**src/verilog/mil_pkg.sv**
```systemverilog
// constants shared by the interrupt logic: register map, fields, reset values
package mil_pkg;

  // ----------------------------------------------------------------
  // bus and core widths
  // ----------------------------------------------------------------
  localparam int ADDR_W = 8;
  localparam int DATA_W = 32;
  localparam int REG_W  = 8;
  localparam int PC_W   = 15;

  // ----------------------------------------------------------------
  // register byte offsets
  // ----------------------------------------------------------------
  localparam logic [ADDR_W-1:0] OFS_IRQ_CONTROL = 8'h00;
  localparam logic [ADDR_W-1:0] OFS_PENABLE_ONE = 8'h04;
  localparam logic [ADDR_W-1:0] OFS_PENABLE_TWO = 8'h08;
  localparam logic [ADDR_W-1:0] OFS_PREQUEST_ONE = 8'h0C;
  localparam logic [ADDR_W-1:0] OFS_PREQUEST_TWO = 8'h10;
  localparam logic [ADDR_W-1:0] OFS_PIN_CONFIG  = 8'h14;

  // ----------------------------------------------------------------
  // irq_control_reg fields and pin configuration field
  // ----------------------------------------------------------------
  localparam int BIT_GLOBAL_EN = 7;
  localparam int BIT_PERIPH_EN = 6;
  localparam int BIT_TMR0_EN   = 5;
  localparam int BIT_PIN_EN    = 4;
  localparam int BIT_CHANGE_EN = 3;
  localparam int BIT_TMR0_FLAG = 2;
  localparam int BIT_PIN_FLAG  = 1;
  localparam int BIT_CHANGE_FLAG = 0;
  localparam int BIT_EDGE_SEL  = 0;

  // ----------------------------------------------------------------
  // implemented bits of the peripheral registers, reset values
  // ----------------------------------------------------------------
  localparam logic [REG_W-1:0] MASK_PERIPH_ONE = 8'hCF;
  localparam logic [REG_W-1:0] MASK_PERIPH_TWO = 8'h09;
  localparam logic [REG_W-1:0] RST_REG         = 8'h00;
  localparam logic             RST_EDGE_SEL    = 1'b1;

  // ----------------------------------------------------------------
  // vectoring and context save
  // ----------------------------------------------------------------
  localparam logic [PC_W-1:0]  IRQ_VECTOR      = 15'h0004;
  localparam logic [REG_W-1:0] STATUS_SAVE_MASK = 8'hE7; // drops timeout, powerdown bits
  localparam int               LAT_MIN_CYC     = 3;
  localparam int               LAT_MAX_CYC     = 5;

endpackage : mil_pkg

```
**src/verilog/mil_irq_logic.sv**
```systemverilog
// interrupt logic: enables, flags, vectoring, context shadows, pin edge, wake
//
// Behaviour
// - any reset clears every enable, so nothing vectors until software enables
// - vector needs global enable, own enable, and peripheral enable for peripherals
// - flags set on their condition whatever the enable bits say
// - flags live in control register and two peripheral request registers
// - taking an interrupt flushes prefetched instruction and clears global enable
// - taking pushes pc, saves context to shadows, loads vector 0004h
// - with global enable clear events only flag and wake from sleep; serviced once re-enabled
// - return pops address, restores shadows, sets global enable
// - synchronous source reaches vector three or four instruction cycles later
// - asynchronous source reaches vector three to five instruction cycles later
// - latency same for one-cycle and two-cycle instructions
// - pin flag may set during Q4-Q1; sampled once per cycle at Q1
// - on wake branch to vector if global enable set, else continue
// - instruction after sleep always executes before the branch
// - external pin gives edge-triggered interrupt gated by its own enable
// - edge select set means rising edge, clear means falling edge
// - selected pin edge sets pin flag; vectors with global and pin enables
// - shadows hold work, status less timeout/powerdown, bank, pointers, pc latch
// - change summary flag is read-only, clears when all change flags clear
`timescale 1ns/1ps

module mil_irq_logic (
  input  wire logic                       clk,               // 50 MHz system clock
  input  wire logic                       sys_rst,           // sync reset, high
  input  wire logic                       clk_en,            // freezes all state when low
  input  wire logic [mil_pkg::ADDR_W-1:0] avs_address,       // byte address
  input  wire logic                       avs_read,          // read request
  input  wire logic                       avs_write,         // write request
  input  wire logic [mil_pkg::DATA_W-1:0] avs_writedata,     // write data
  input  wire logic [3:0]                 avs_byteenable,    // byte lanes
  output logic      [mil_pkg::DATA_W-1:0] avs_readdata,      // read data
  output logic                            avs_waitrequest,   // stall
  input  wire logic                       ext_pin,           // external interrupt pin
  input  wire logic                       tmr0_evt,          // timer0 overflow pulse
  input  wire logic [mil_pkg::REG_W-1:0]  periph_evt_one,    // peripheral pulses, set one
  input  wire logic [mil_pkg::REG_W-1:0]  periph_evt_two,    // peripheral pulses, set two
  input  wire logic                       change_any,        // any change flag still set
  input  wire logic                       core_q1,           // first quarter of a cycle
  input  wire logic                       core_asleep,       // core is in sleep
  input  wire logic                       core_return_from_isr_instr,       // return_from_isr_instr pulse
  input  wire logic [mil_pkg::PC_W-1:0]   core_pc,           // current program counter
  input  wire logic [mil_pkg::REG_W-1:0]  core_work,         // working register
  input  wire logic [mil_pkg::REG_W-1:0]  core_status,       // status register
  input  wire logic [mil_pkg::REG_W-1:0]  core_bank,         // bank_select_reg
  input  wire logic [15:0]                core_ind_ptr0,     // indirect_pointer_regs 0
  input  wire logic [15:0]                core_ind_ptr1,     // indirect_pointer_regs 1
  input  wire logic [mil_pkg::REG_W-1:0]  core_pc_high,      // pc_high_latch
  output logic                            irq_take,          // flush, push, load vector
  output logic [mil_pkg::PC_W-1:0]        stack_push_addr,   // pc to push
  output logic [mil_pkg::PC_W-1:0]        pc_load_addr,      // vector address
  output logic                            ctx_restore,       // pop and restore pulse
  output logic                            core_wake,         // leave sleep pulse
  output logic [mil_pkg::REG_W-1:0]       shadow_work,       // saved working register
  output logic [mil_pkg::REG_W-1:0]       shadow_status,     // saved status
  output logic [mil_pkg::REG_W-1:0]       shadow_bank,       // saved bank select
  output logic [15:0]                     shadow_ind_ptr0,   // saved pointer 0
  output logic [15:0]                     shadow_ind_ptr1,   // saved pointer 1
  output logic [mil_pkg::REG_W-1:0]       shadow_pc_high     // saved pc latch
);
  import mil_pkg::*;

  // ----------------------------------------------------------------
  // state
  // ----------------------------------------------------------------
  typedef struct packed {
    logic              global_irq_enable;
    logic              periph_irq_enable;
    logic              tmr0_en;
    logic              pin_en;
    logic              chg_en;
    logic              tmr0_f;
    logic              pin_f;
    logic              chg_f;
    logic              edge_sel;
    logic [REG_W-1:0]  pe1;
    logic [REG_W-1:0]  pe2;
    logic [REG_W-1:0]  pr1;
    logic [REG_W-1:0]  pr2;
    logic              pin_s1;
    logic              pin_s2;
    logic              pin_s3;
    logic              pin_lvl;
    logic              skip;
    logic              take;
    logic              ret;
    logic              wake;
    logic [PC_W-1:0]   push_addr;
    logic [REG_W-1:0]  sh_work;
    logic [REG_W-1:0]  sh_status;
    logic [REG_W-1:0]  sh_bank;
    logic [15:0]       sh_ptr0;
    logic [15:0]       sh_ptr1;
    logic [REG_W-1:0]  sh_pch;
    logic              waitreq;
    logic [REG_W-1:0]  rdata;
  } mil_state_type;

  mil_state_type st_r;
  mil_state_type st_nxt;

  logic             pin_edge;    // qualified edge on the synchronised pin
  logic             pending;     // an enabled flag is set
  logic             wr_go;       // write completes this edge
  logic [REG_W-1:0] wbyte;       // low byte of write data
  logic [REG_W-1:0] ctl_view;    // irq_control_reg as read

  // ----------------------------------------------------------------
  // combinational helpers
  // ----------------------------------------------------------------
  // control register image
  assign ctl_view = {st_r.global_irq_enable, st_r.periph_irq_enable, st_r.tmr0_en, st_r.pin_en,
                     st_r.chg_en, st_r.tmr0_f, st_r.pin_f, st_r.chg_f};
  assign wbyte    = avs_writedata[REG_W-1:0];
  assign wr_go    = avs_write && !st_r.waitreq && avs_byteenable[0];

  // stable level change once second and third stages agree
  // rising when edge select set, falling when clear
  assign pin_edge = (st_r.pin_s2 == st_r.pin_s3) && (st_r.pin_s3 != st_r.pin_lvl) &&
                    (st_r.pin_s3 == st_r.edge_sel);

  // own enable per source, peripheral enable over peripheral sets
  assign pending = (st_r.tmr0_en && st_r.tmr0_f) || (st_r.pin_en && st_r.pin_f) ||
                   (st_r.chg_en && st_r.chg_f) ||
                   (st_r.periph_irq_enable && (|((st_r.pe1 & st_r.pr1) | (st_r.pe2 & st_r.pr2))));

  // ----------------------------------------------------------------
  // next state
  // ----------------------------------------------------------------
  always_comb begin
    st_nxt      = st_r;
    st_nxt.take = 1'b0;
    st_nxt.ret  = 1'b0;
    st_nxt.wake = 1'b0;

    // pin synchroniser, first stage read only by the second
    st_nxt.pin_s1 = ext_pin;
    st_nxt.pin_s2 = st_r.pin_s1;
    st_nxt.pin_s3 = st_r.pin_s2;
    if (st_r.pin_s2 == st_r.pin_s3) begin
      st_nxt.pin_lvl = st_r.pin_s3;
    end

    // software writes, low byte only
    if (wr_go) begin
      case (avs_address)
        OFS_IRQ_CONTROL: begin
          st_nxt.global_irq_enable     = wbyte[BIT_GLOBAL_EN];
          st_nxt.periph_irq_enable    = wbyte[BIT_PERIPH_EN];
          st_nxt.tmr0_en = wbyte[BIT_TMR0_EN];
          st_nxt.pin_en  = wbyte[BIT_PIN_EN];
          st_nxt.chg_en  = wbyte[BIT_CHANGE_EN];
          // flags cleared only by a written zero
          st_nxt.tmr0_f  = wbyte[BIT_TMR0_FLAG];
          st_nxt.pin_f   = wbyte[BIT_PIN_FLAG];
        end
        OFS_PENABLE_ONE:  st_nxt.pe1 = wbyte & MASK_PERIPH_ONE;
        OFS_PENABLE_TWO:  st_nxt.pe2 = wbyte & MASK_PERIPH_TWO;
        OFS_PREQUEST_ONE: st_nxt.pr1 = wbyte & MASK_PERIPH_ONE;
        OFS_PREQUEST_TWO: st_nxt.pr2 = wbyte & MASK_PERIPH_TWO;
        OFS_PIN_CONFIG:   st_nxt.edge_sel = wbyte[BIT_EDGE_SEL];
        default: begin
        end
      endcase
    end

    // events set flags whatever the enables; set wins over a clear
    // flags kept in control and two request registers
    // with global enable clear an event records its flag and can wake the core, but never vectors
    if (tmr0_evt) begin
      st_nxt.tmr0_f = 1'b1;
    end
    // selected edge sets the pin flag
    // pin source is edge-triggered and gated by its enable
    if (pin_edge) begin
      st_nxt.pin_f = 1'b1;
    end
    st_nxt.pr1 = st_nxt.pr1 | (periph_evt_one & MASK_PERIPH_ONE);
    st_nxt.pr2 = st_nxt.pr2 | (periph_evt_two & MASK_PERIPH_TWO);
    // read-only summary follows the individual change flags
    st_nxt.chg_f = change_any;

    // return sets global enable and restores shadows
    if (core_return_from_isr_instr) begin
      st_nxt.global_irq_enable = 1'b1;
      st_nxt.ret = 1'b1;
    end

    // wake on any enabled source; vector only if global enable set
    // the instruction after sleep runs before the branch
    if (core_asleep) begin
      if (pending) begin
        st_nxt.wake = 1'b1;
        st_nxt.skip = 1'b1;
      end
    // request sampled once per instruction cycle at Q1
    end else if (core_q1) begin
      if (st_r.skip) begin
        st_nxt.skip = 1'b0;
      // latency fixed by Q1 sampling, not by the instruction
      // pin path adds the synchroniser to the same sampling
      // take at Q1 regardless of one or two cycle instruction
      end else if (st_r.global_irq_enable && pending && !core_return_from_isr_instr) begin
        st_nxt.take = 1'b1;
        st_nxt.global_irq_enable  = 1'b0;
        // push pc, save context, load vector
        st_nxt.push_addr = core_pc;
        // context set saved, timeout and powerdown bits dropped
        st_nxt.sh_work   = core_work;
        st_nxt.sh_status = core_status & STATUS_SAVE_MASK;
        st_nxt.sh_bank   = core_bank;
        st_nxt.sh_ptr0   = core_ind_ptr0;
        st_nxt.sh_ptr1   = core_ind_ptr1;
        st_nxt.sh_pch    = core_pc_high;
      end
    end

    // bus slave: one wait cycle, answer on the second edge
    if ((avs_read || avs_write) && st_r.waitreq) begin
      st_nxt.waitreq = 1'b0;
      case (avs_address)
        OFS_IRQ_CONTROL:  st_nxt.rdata = ctl_view;
        OFS_PENABLE_ONE:  st_nxt.rdata = st_r.pe1;
        OFS_PENABLE_TWO:  st_nxt.rdata = st_r.pe2;
        OFS_PREQUEST_ONE: st_nxt.rdata = st_r.pr1;
        OFS_PREQUEST_TWO: st_nxt.rdata = st_r.pr2;
        OFS_PIN_CONFIG:   st_nxt.rdata = {{(REG_W-1){1'b0}}, st_r.edge_sel};
        default:          st_nxt.rdata = RST_REG;
      endcase
    end else begin
      st_nxt.waitreq = 1'b1;
    end
  end

  // ----------------------------------------------------------------
  // state register
  // ----------------------------------------------------------------
  always_ff @(posedge clk) begin
    if (sys_rst) begin
      // every enable and flag cleared by reset
      st_r          <= '0;
      st_r.edge_sel <= RST_EDGE_SEL;
      st_r.waitreq  <= 1'b1;
    end else if (clk_en) begin
      st_r <= st_nxt;
    end
  end

  // ----------------------------------------------------------------
  // outputs straight from the state register, except pc_load_addr which is the constant IRQ_VECTOR
  // ----------------------------------------------------------------
  assign avs_readdata    = {{(DATA_W-REG_W){1'b0}}, st_r.rdata};
  assign avs_waitrequest = st_r.waitreq;
  assign irq_take        = st_r.take;
  assign stack_push_addr = st_r.push_addr;
  assign pc_load_addr    = IRQ_VECTOR;
  assign ctx_restore     = st_r.ret;
  assign core_wake       = st_r.wake;
  assign shadow_work     = st_r.sh_work;
  assign shadow_status   = st_r.sh_status;
  assign shadow_bank     = st_r.sh_bank;
  assign shadow_ind_ptr0 = st_r.sh_ptr0;
  assign shadow_ind_ptr1 = st_r.sh_ptr1;
  assign shadow_pc_high  = st_r.sh_pch;

  // ----------------------------------------------------------------
  // checks
  // ----------------------------------------------------------------
  a_reset_clears_en: assert property (
    @(posedge clk) sys_rst |=> (!st_r.global_irq_enable && !st_r.pin_en && st_r.pr1 == RST_REG))
    else $error("enables not cleared by reset");

  a_take_needs_en: assert property (
    @(posedge clk) disable iff (sys_rst) $rose(st_r.take) |-> $past(st_r.global_irq_enable) && $past(pending))
    else $error("vector taken without enables");

  a_flag_on_event: assert property (
    @(posedge clk) disable iff (sys_rst) (clk_en && tmr0_evt) |=> st_r.tmr0_f)
    else $error("timer flag not set by event");

  a_take_clears_gie: assert property (
    @(posedge clk) disable iff (sys_rst) st_r.take |-> !st_r.global_irq_enable)
    else $error("global enable still set after take");

  a_take_saves_ctx: assert property (
    @(posedge clk) disable iff (sys_rst)
      (clk_en && st_nxt.take) |=> (st_r.push_addr == $past(core_pc) &&
       st_r.sh_status == ($past(core_status) & STATUS_SAVE_MASK)))
    else $error("context not saved on take");

  a_return_sets_gie: assert property (
    @(posedge clk) disable iff (sys_rst) (clk_en && core_return_from_isr_instr) |=> st_r.global_irq_enable && st_r.ret)
    else $error("return did not set global enable");

  a_pin_edge_flag: assert property (
    @(posedge clk) disable iff (sys_rst) (clk_en && pin_edge) |=> st_r.pin_f)
    else $error("pin edge lost");

  a_summary_tracks: assert property (
    @(posedge clk) disable iff (sys_rst) clk_en |=> st_r.chg_f == $past(change_any))
    else $error("summary flag does not track change flags");

  a_wake_then_run: assert property (
    @(posedge clk) disable iff (sys_rst) st_r.wake |-> !st_r.take)
    else $error("vector taken in the wake cycle");

  a_bus_one_wait: assert property (
    @(posedge clk) disable iff (sys_rst)
      (clk_en && (avs_read || avs_write) && st_r.waitreq) |=> !avs_waitrequest)
    else $error("bus answer late");

  a_take_at_q1: assert property (
    @(posedge clk) disable iff (sys_rst) $rose(st_r.take) |-> $past(core_q1))
    else $error("vector taken off a Q1 edge");

  a_gie_off_blocks: assert property (
    @(posedge clk) disable iff (sys_rst) (clk_en && !st_r.global_irq_enable) |=> !st_r.take)
    else $error("vector taken with global enable clear");

  a_take_one_pulse: assert property (
    @(posedge clk) disable iff (sys_rst) (clk_en && st_r.take) |=> !st_r.take)
    else $error("take pulse longer than one clock");

  a_skip_blocks_take: assert property (
    @(posedge clk) disable iff (sys_rst) (clk_en && st_r.skip) |=> !st_r.take)
    else $error("vector taken before the instruction after sleep");

  a_wake_needs_pend: assert property (
    @(posedge clk) disable iff (sys_rst)
      $rose(st_r.wake) |-> $past(core_asleep) && $past(pending))
    else $error("wake without an enabled pending flag");

  a_pin_edge_once: assert property (
    @(posedge clk) disable iff (sys_rst) (clk_en && pin_edge) |=> !pin_edge)
    else $error("one pin edge counted twice");

endmodule : mil_irq_logic

```
**config.mk**
```make
export PLATFORM = sky130hd
export DESIGN_NAME = mil_irq_logic
export DESIGN_NICKNAME = d
export VERILOG_FILES = /design/src/verilog/mil_pkg.sv /design/src/verilog/mil_irq_logic.sv
export SDC_FILE = /design/constraint.sdc
export NUM_CORES = 1
export LEC_CHECK = 0
export BUFFER_PORTS_ARGS = -buffer_cell sky130_fd_sc_hd__buf_2
export CORE_UTILIZATION = 52
export DETAILED_ROUTE_END_ITERATION = 10
export GPL_ROUTABILITY_DRIVEN = 0
export GPL_TIMING_DRIVEN = 0
export PLACE_DENSITY = 0.89
export SYNTH_ARGS = -nofsm -noshare
export SYNTH_HDL_FRONTEND = slang
export SYNTH_SLANG_ARGS = --single-unit
```
**constraint.sdc**
```tcl
create_clock -name clk -period 4.84 [get_ports clk]
set_input_delay 0.484 -clock clk [delete_from_list [all_inputs] [get_ports clk]]
set_output_delay 0.484 -clock clk [all_outputs]
set_load 0.02 [all_outputs]
```
==> flow_metrics.tcl <==
set metrics [dict create \
    synthMuxAreaShare_pct 16.3 \
    core_um2 11700 \
    final-hold-violation-count 0 \
    tns_ps 0 \
    setup_viol 0 \
    drive_above_1_share_pct 39.1 \
    finalCritPeriodShare_pct 38.6 \
    rsz0062_at_grt "false" \
    cp.required_ps 5110 \
    maxCapViolCount 0 \
    drt_iter0_drc 332 \
    cts_hold_buf 0 \
    drc 0 \
    row_count 39 \
    synth-async-reset-ratio_pct 0 \
    avgSynthCellArea_um2 9.25 \
    io_pins 280 \
    cts.sinks 119 \
    cts_tree "yes" \
    drt_pass1_iterations 5 \
    hp-class "in -> reg" \
    synth_compound_area_share_pct 6.83 \
    grt_overflow_total 0 \
    total_power_uw 2450 \
    synth_top_family_by_area "simple AND/OR/NAND/NOR gates" \
    die_height_um 112 \
    cts_made_buffers 17 \
    grt_pass1_vias 5142 \
    synth_adder_area_share_pct 0 \
    finalWirelength_um 15300 \
    antenna_found_initial 1 \
    fmax_mhz 535 \
    synth_edf_count 0 \
    synth_xor_xnor_area_share_pct 0 \
    ctsResizeCount 0 \
    ys.flop_type "dfxtp_1" \
    clkTransAtPathRegs_ps 50 \
    finalClockSkew_ps 6.31 \
    routedWlPerCell_um 13.9 \
    yosysUniqueCellTypes 45 \
    vias 5349 \
    worstSetupStartpointType "flip-flop" \
    ys_seq_elements 119 \
    synthCells 686 \
    die-area_um2 12600 \
    syn-cell-area_um2 6340 \
    synth_simple_gate_area_share_pct 21.2 \
    min_period_ps 1870 \
    htree_levels 4 \
    ir_drop_mv 0.198 \
    grtUsageTotal_pct 24.8 \
    p_leak_uw 0.00452 \
    ant_nets 0 \
    io_buffers 200 \
    layout_commonest_cell "buf_2" \
    clock-root-buffer "clkbuf_16" \
    hpwl_um 11300 \
    grt_pass1_wl_um 24500 \
    grt_max_degree 17 \
    critPathCaptureType "flip-flop" \
    final_cell_mix "211 x buf_2, 156 x nand2b_1, 126 x buf_4" \
    die_w_um 112 \
    clk_path_buf_depth 2 \
    relSlewSlack_pct 53.0 \
    start_util_pct 54.4 \
    criticalPathCategory "reg -> reg" \
    vias_per_cell 4.86 \
    powerDensity_nw_per_um2 296 \
    synth_seq_area_share_pct 37.6 \
    drv_slew 0 \
    clk_latency_ps 410 \
    finalNetCount 1094 \
    cp_max_fo 8 \
    yosys_warnings 0 \
    cp.arrival_ps 2140 \
    status "completed" \
    syn_to_final_growth_pct 30.2 \
    worst_slew_pin_slew_ps 700 \
    postCtsSetupRepairBufs 0 \
]
power breakdown:
part           switching (uW)  internal [uW]  total [uW]
Sequential               7.97            990         998
Combinational             114            104         218
Clock                     421            808        1230
Total                     544           1900        2450
final timing paths:
check / startpoint / to / slack (ps) / cells past startpoint
hold / removal: change_any / ctl_view[0]$_SDFFE_PP0P_ / 330 / 3
setup / recovery: avs_waitrequest$_SDFFE_PP1P_ / st_r[120]$_SDFFE_PP0P_ / 2970 / 5
setup reg to reg: avs_waitrequest$_SDFFE_PP1P_ / st_r[120]$_SDFFE_PP0P_ / 2970 / 5
hold reg to reg: avs_readdata[4]$_SDFFE_PP0P_ / avs_readdata[4]$_SDFFE_PP0P_ / 460 / 2
cell type report:
type                    count  area, um^2
flip-flops and latches    119        2380
well taps                 143         179
clock inverters             8        95.1
clock buffers              24         492
plain buffers             166        1120
multi-input cells         436        2970
diodes                      1        2.50
fillers                   912        3400
repair buffers            200        1000
inverters                   4        15.0
worst max-delay path, stage by stage, from the launching register on:
cell and delay [ps]:
dfxtp_1 360, and4b_1 260, buf_1 290, nand4_1 480, mux2i_1 290, nor2_1 60
state kept, by name, summed over array words and instances (netlist names):
register / cells
core_wake: 1
shadow_status: 6
ctl_view: 8
shadow_bank: 8
shadow_work: 8
ctx_restore: 1
avs_waitrequest: 1
shadow_pc_high: 8
irq_take: 1
st_nxt: 2
shadow_ind_ptr0: 16
stack_push_addr: 15
avs_readdata: 8
shadow_ind_ptr1: 16
st_r: 20
cell families (layout without fill, tap and decap cells):
family | after synthesis | in the layout
AO/OA/AOI/OAI | 65 | 65
buffers and inverters | 170 | 402
flip-flops | 119 | 119
multiplexers | 103 | 103
other | 2 | 42
AND/OR/NAND/NOR | 227 | 227
synth_stat cells (2+ instances only):
| master | count | share of area [%] |
|---|---|---|
| a22oi_1 | 10 | 1.2 |
| a21o_1 | 2 | 0.24 |
| o21ai_0 | 12 | 0.95 |
| buf_1 | 2 | 0.12 |
| clkbuf_1 | 25 | 1.5 |
| buf_2 | 11 | 0.87 |
| nand3_1 | 9 | 0.71 |
| a21oi_1 | 18 | 1.4 |
| a32oi_1 | 6 | 0.83 |
| mux2i_1 | 99 | 16 |
| nor3_1 | 4 | 0.32 |
| conb_1 | 2 | 0.12 |
| nor2_1 | 26 | 1.5 |
| nor2b_1 | 3 | 0.30 |
| nand2_1 | 10 | 0.59 |
| nand4_1 | 3 | 0.30 |
| inv_1 | 4 | 0.24 |
| and3_1 | 3 | 0.30 |
| a221oi_1 | 3 | 0.41 |
| mux2_2 | 4 | 0.71 |
| buf_6 | 2 | 0.36 |
| and3b_1 | 2 | 0.28 |
| nor4_1 | 3 | 0.30 |
| buf_4 | 126 | 15 |
| a22o_1 | 2 | 0.28 |
| dfxtp_1 | 119 | 38 |
| o211ai_1 | 2 | 0.24 |
| and4b_1 | 2 | 0.32 |
| nand2b_1 | 156 | 15 |
routing by layer:
layer	GRT usage, %	wire [um]
met3	7.40	1160
met2	41.7	7300
met1	28.9	6390
met5	0	0
met4	12.4	468
through the flow:
| step | setup slack, ps | std cells | hold slack [ps] | cell area, um^2 | utilization, % |
|---|---|---|---|---|---|
| 2_1_floorplan | 3000 | 725 | 432 | 6490 | - |
| 3_3_place_gp | 2610 | 1068 | 444 | 7670 | 65.8 |
| 3_5_place_dp | 2640 | 1068 | 447 | 7670 | 65.8 |
| 4_1_cts | 3020 | 1100 | 309 | 8260 | 70.8 |
| 5_1_grt | 2830 | 1100 | 315 | 8260 | 70.8 |
| 6_report | 2970 | 1101 | 328 | 8260 | 70.8 |
(Power assumes the default switching activity.)
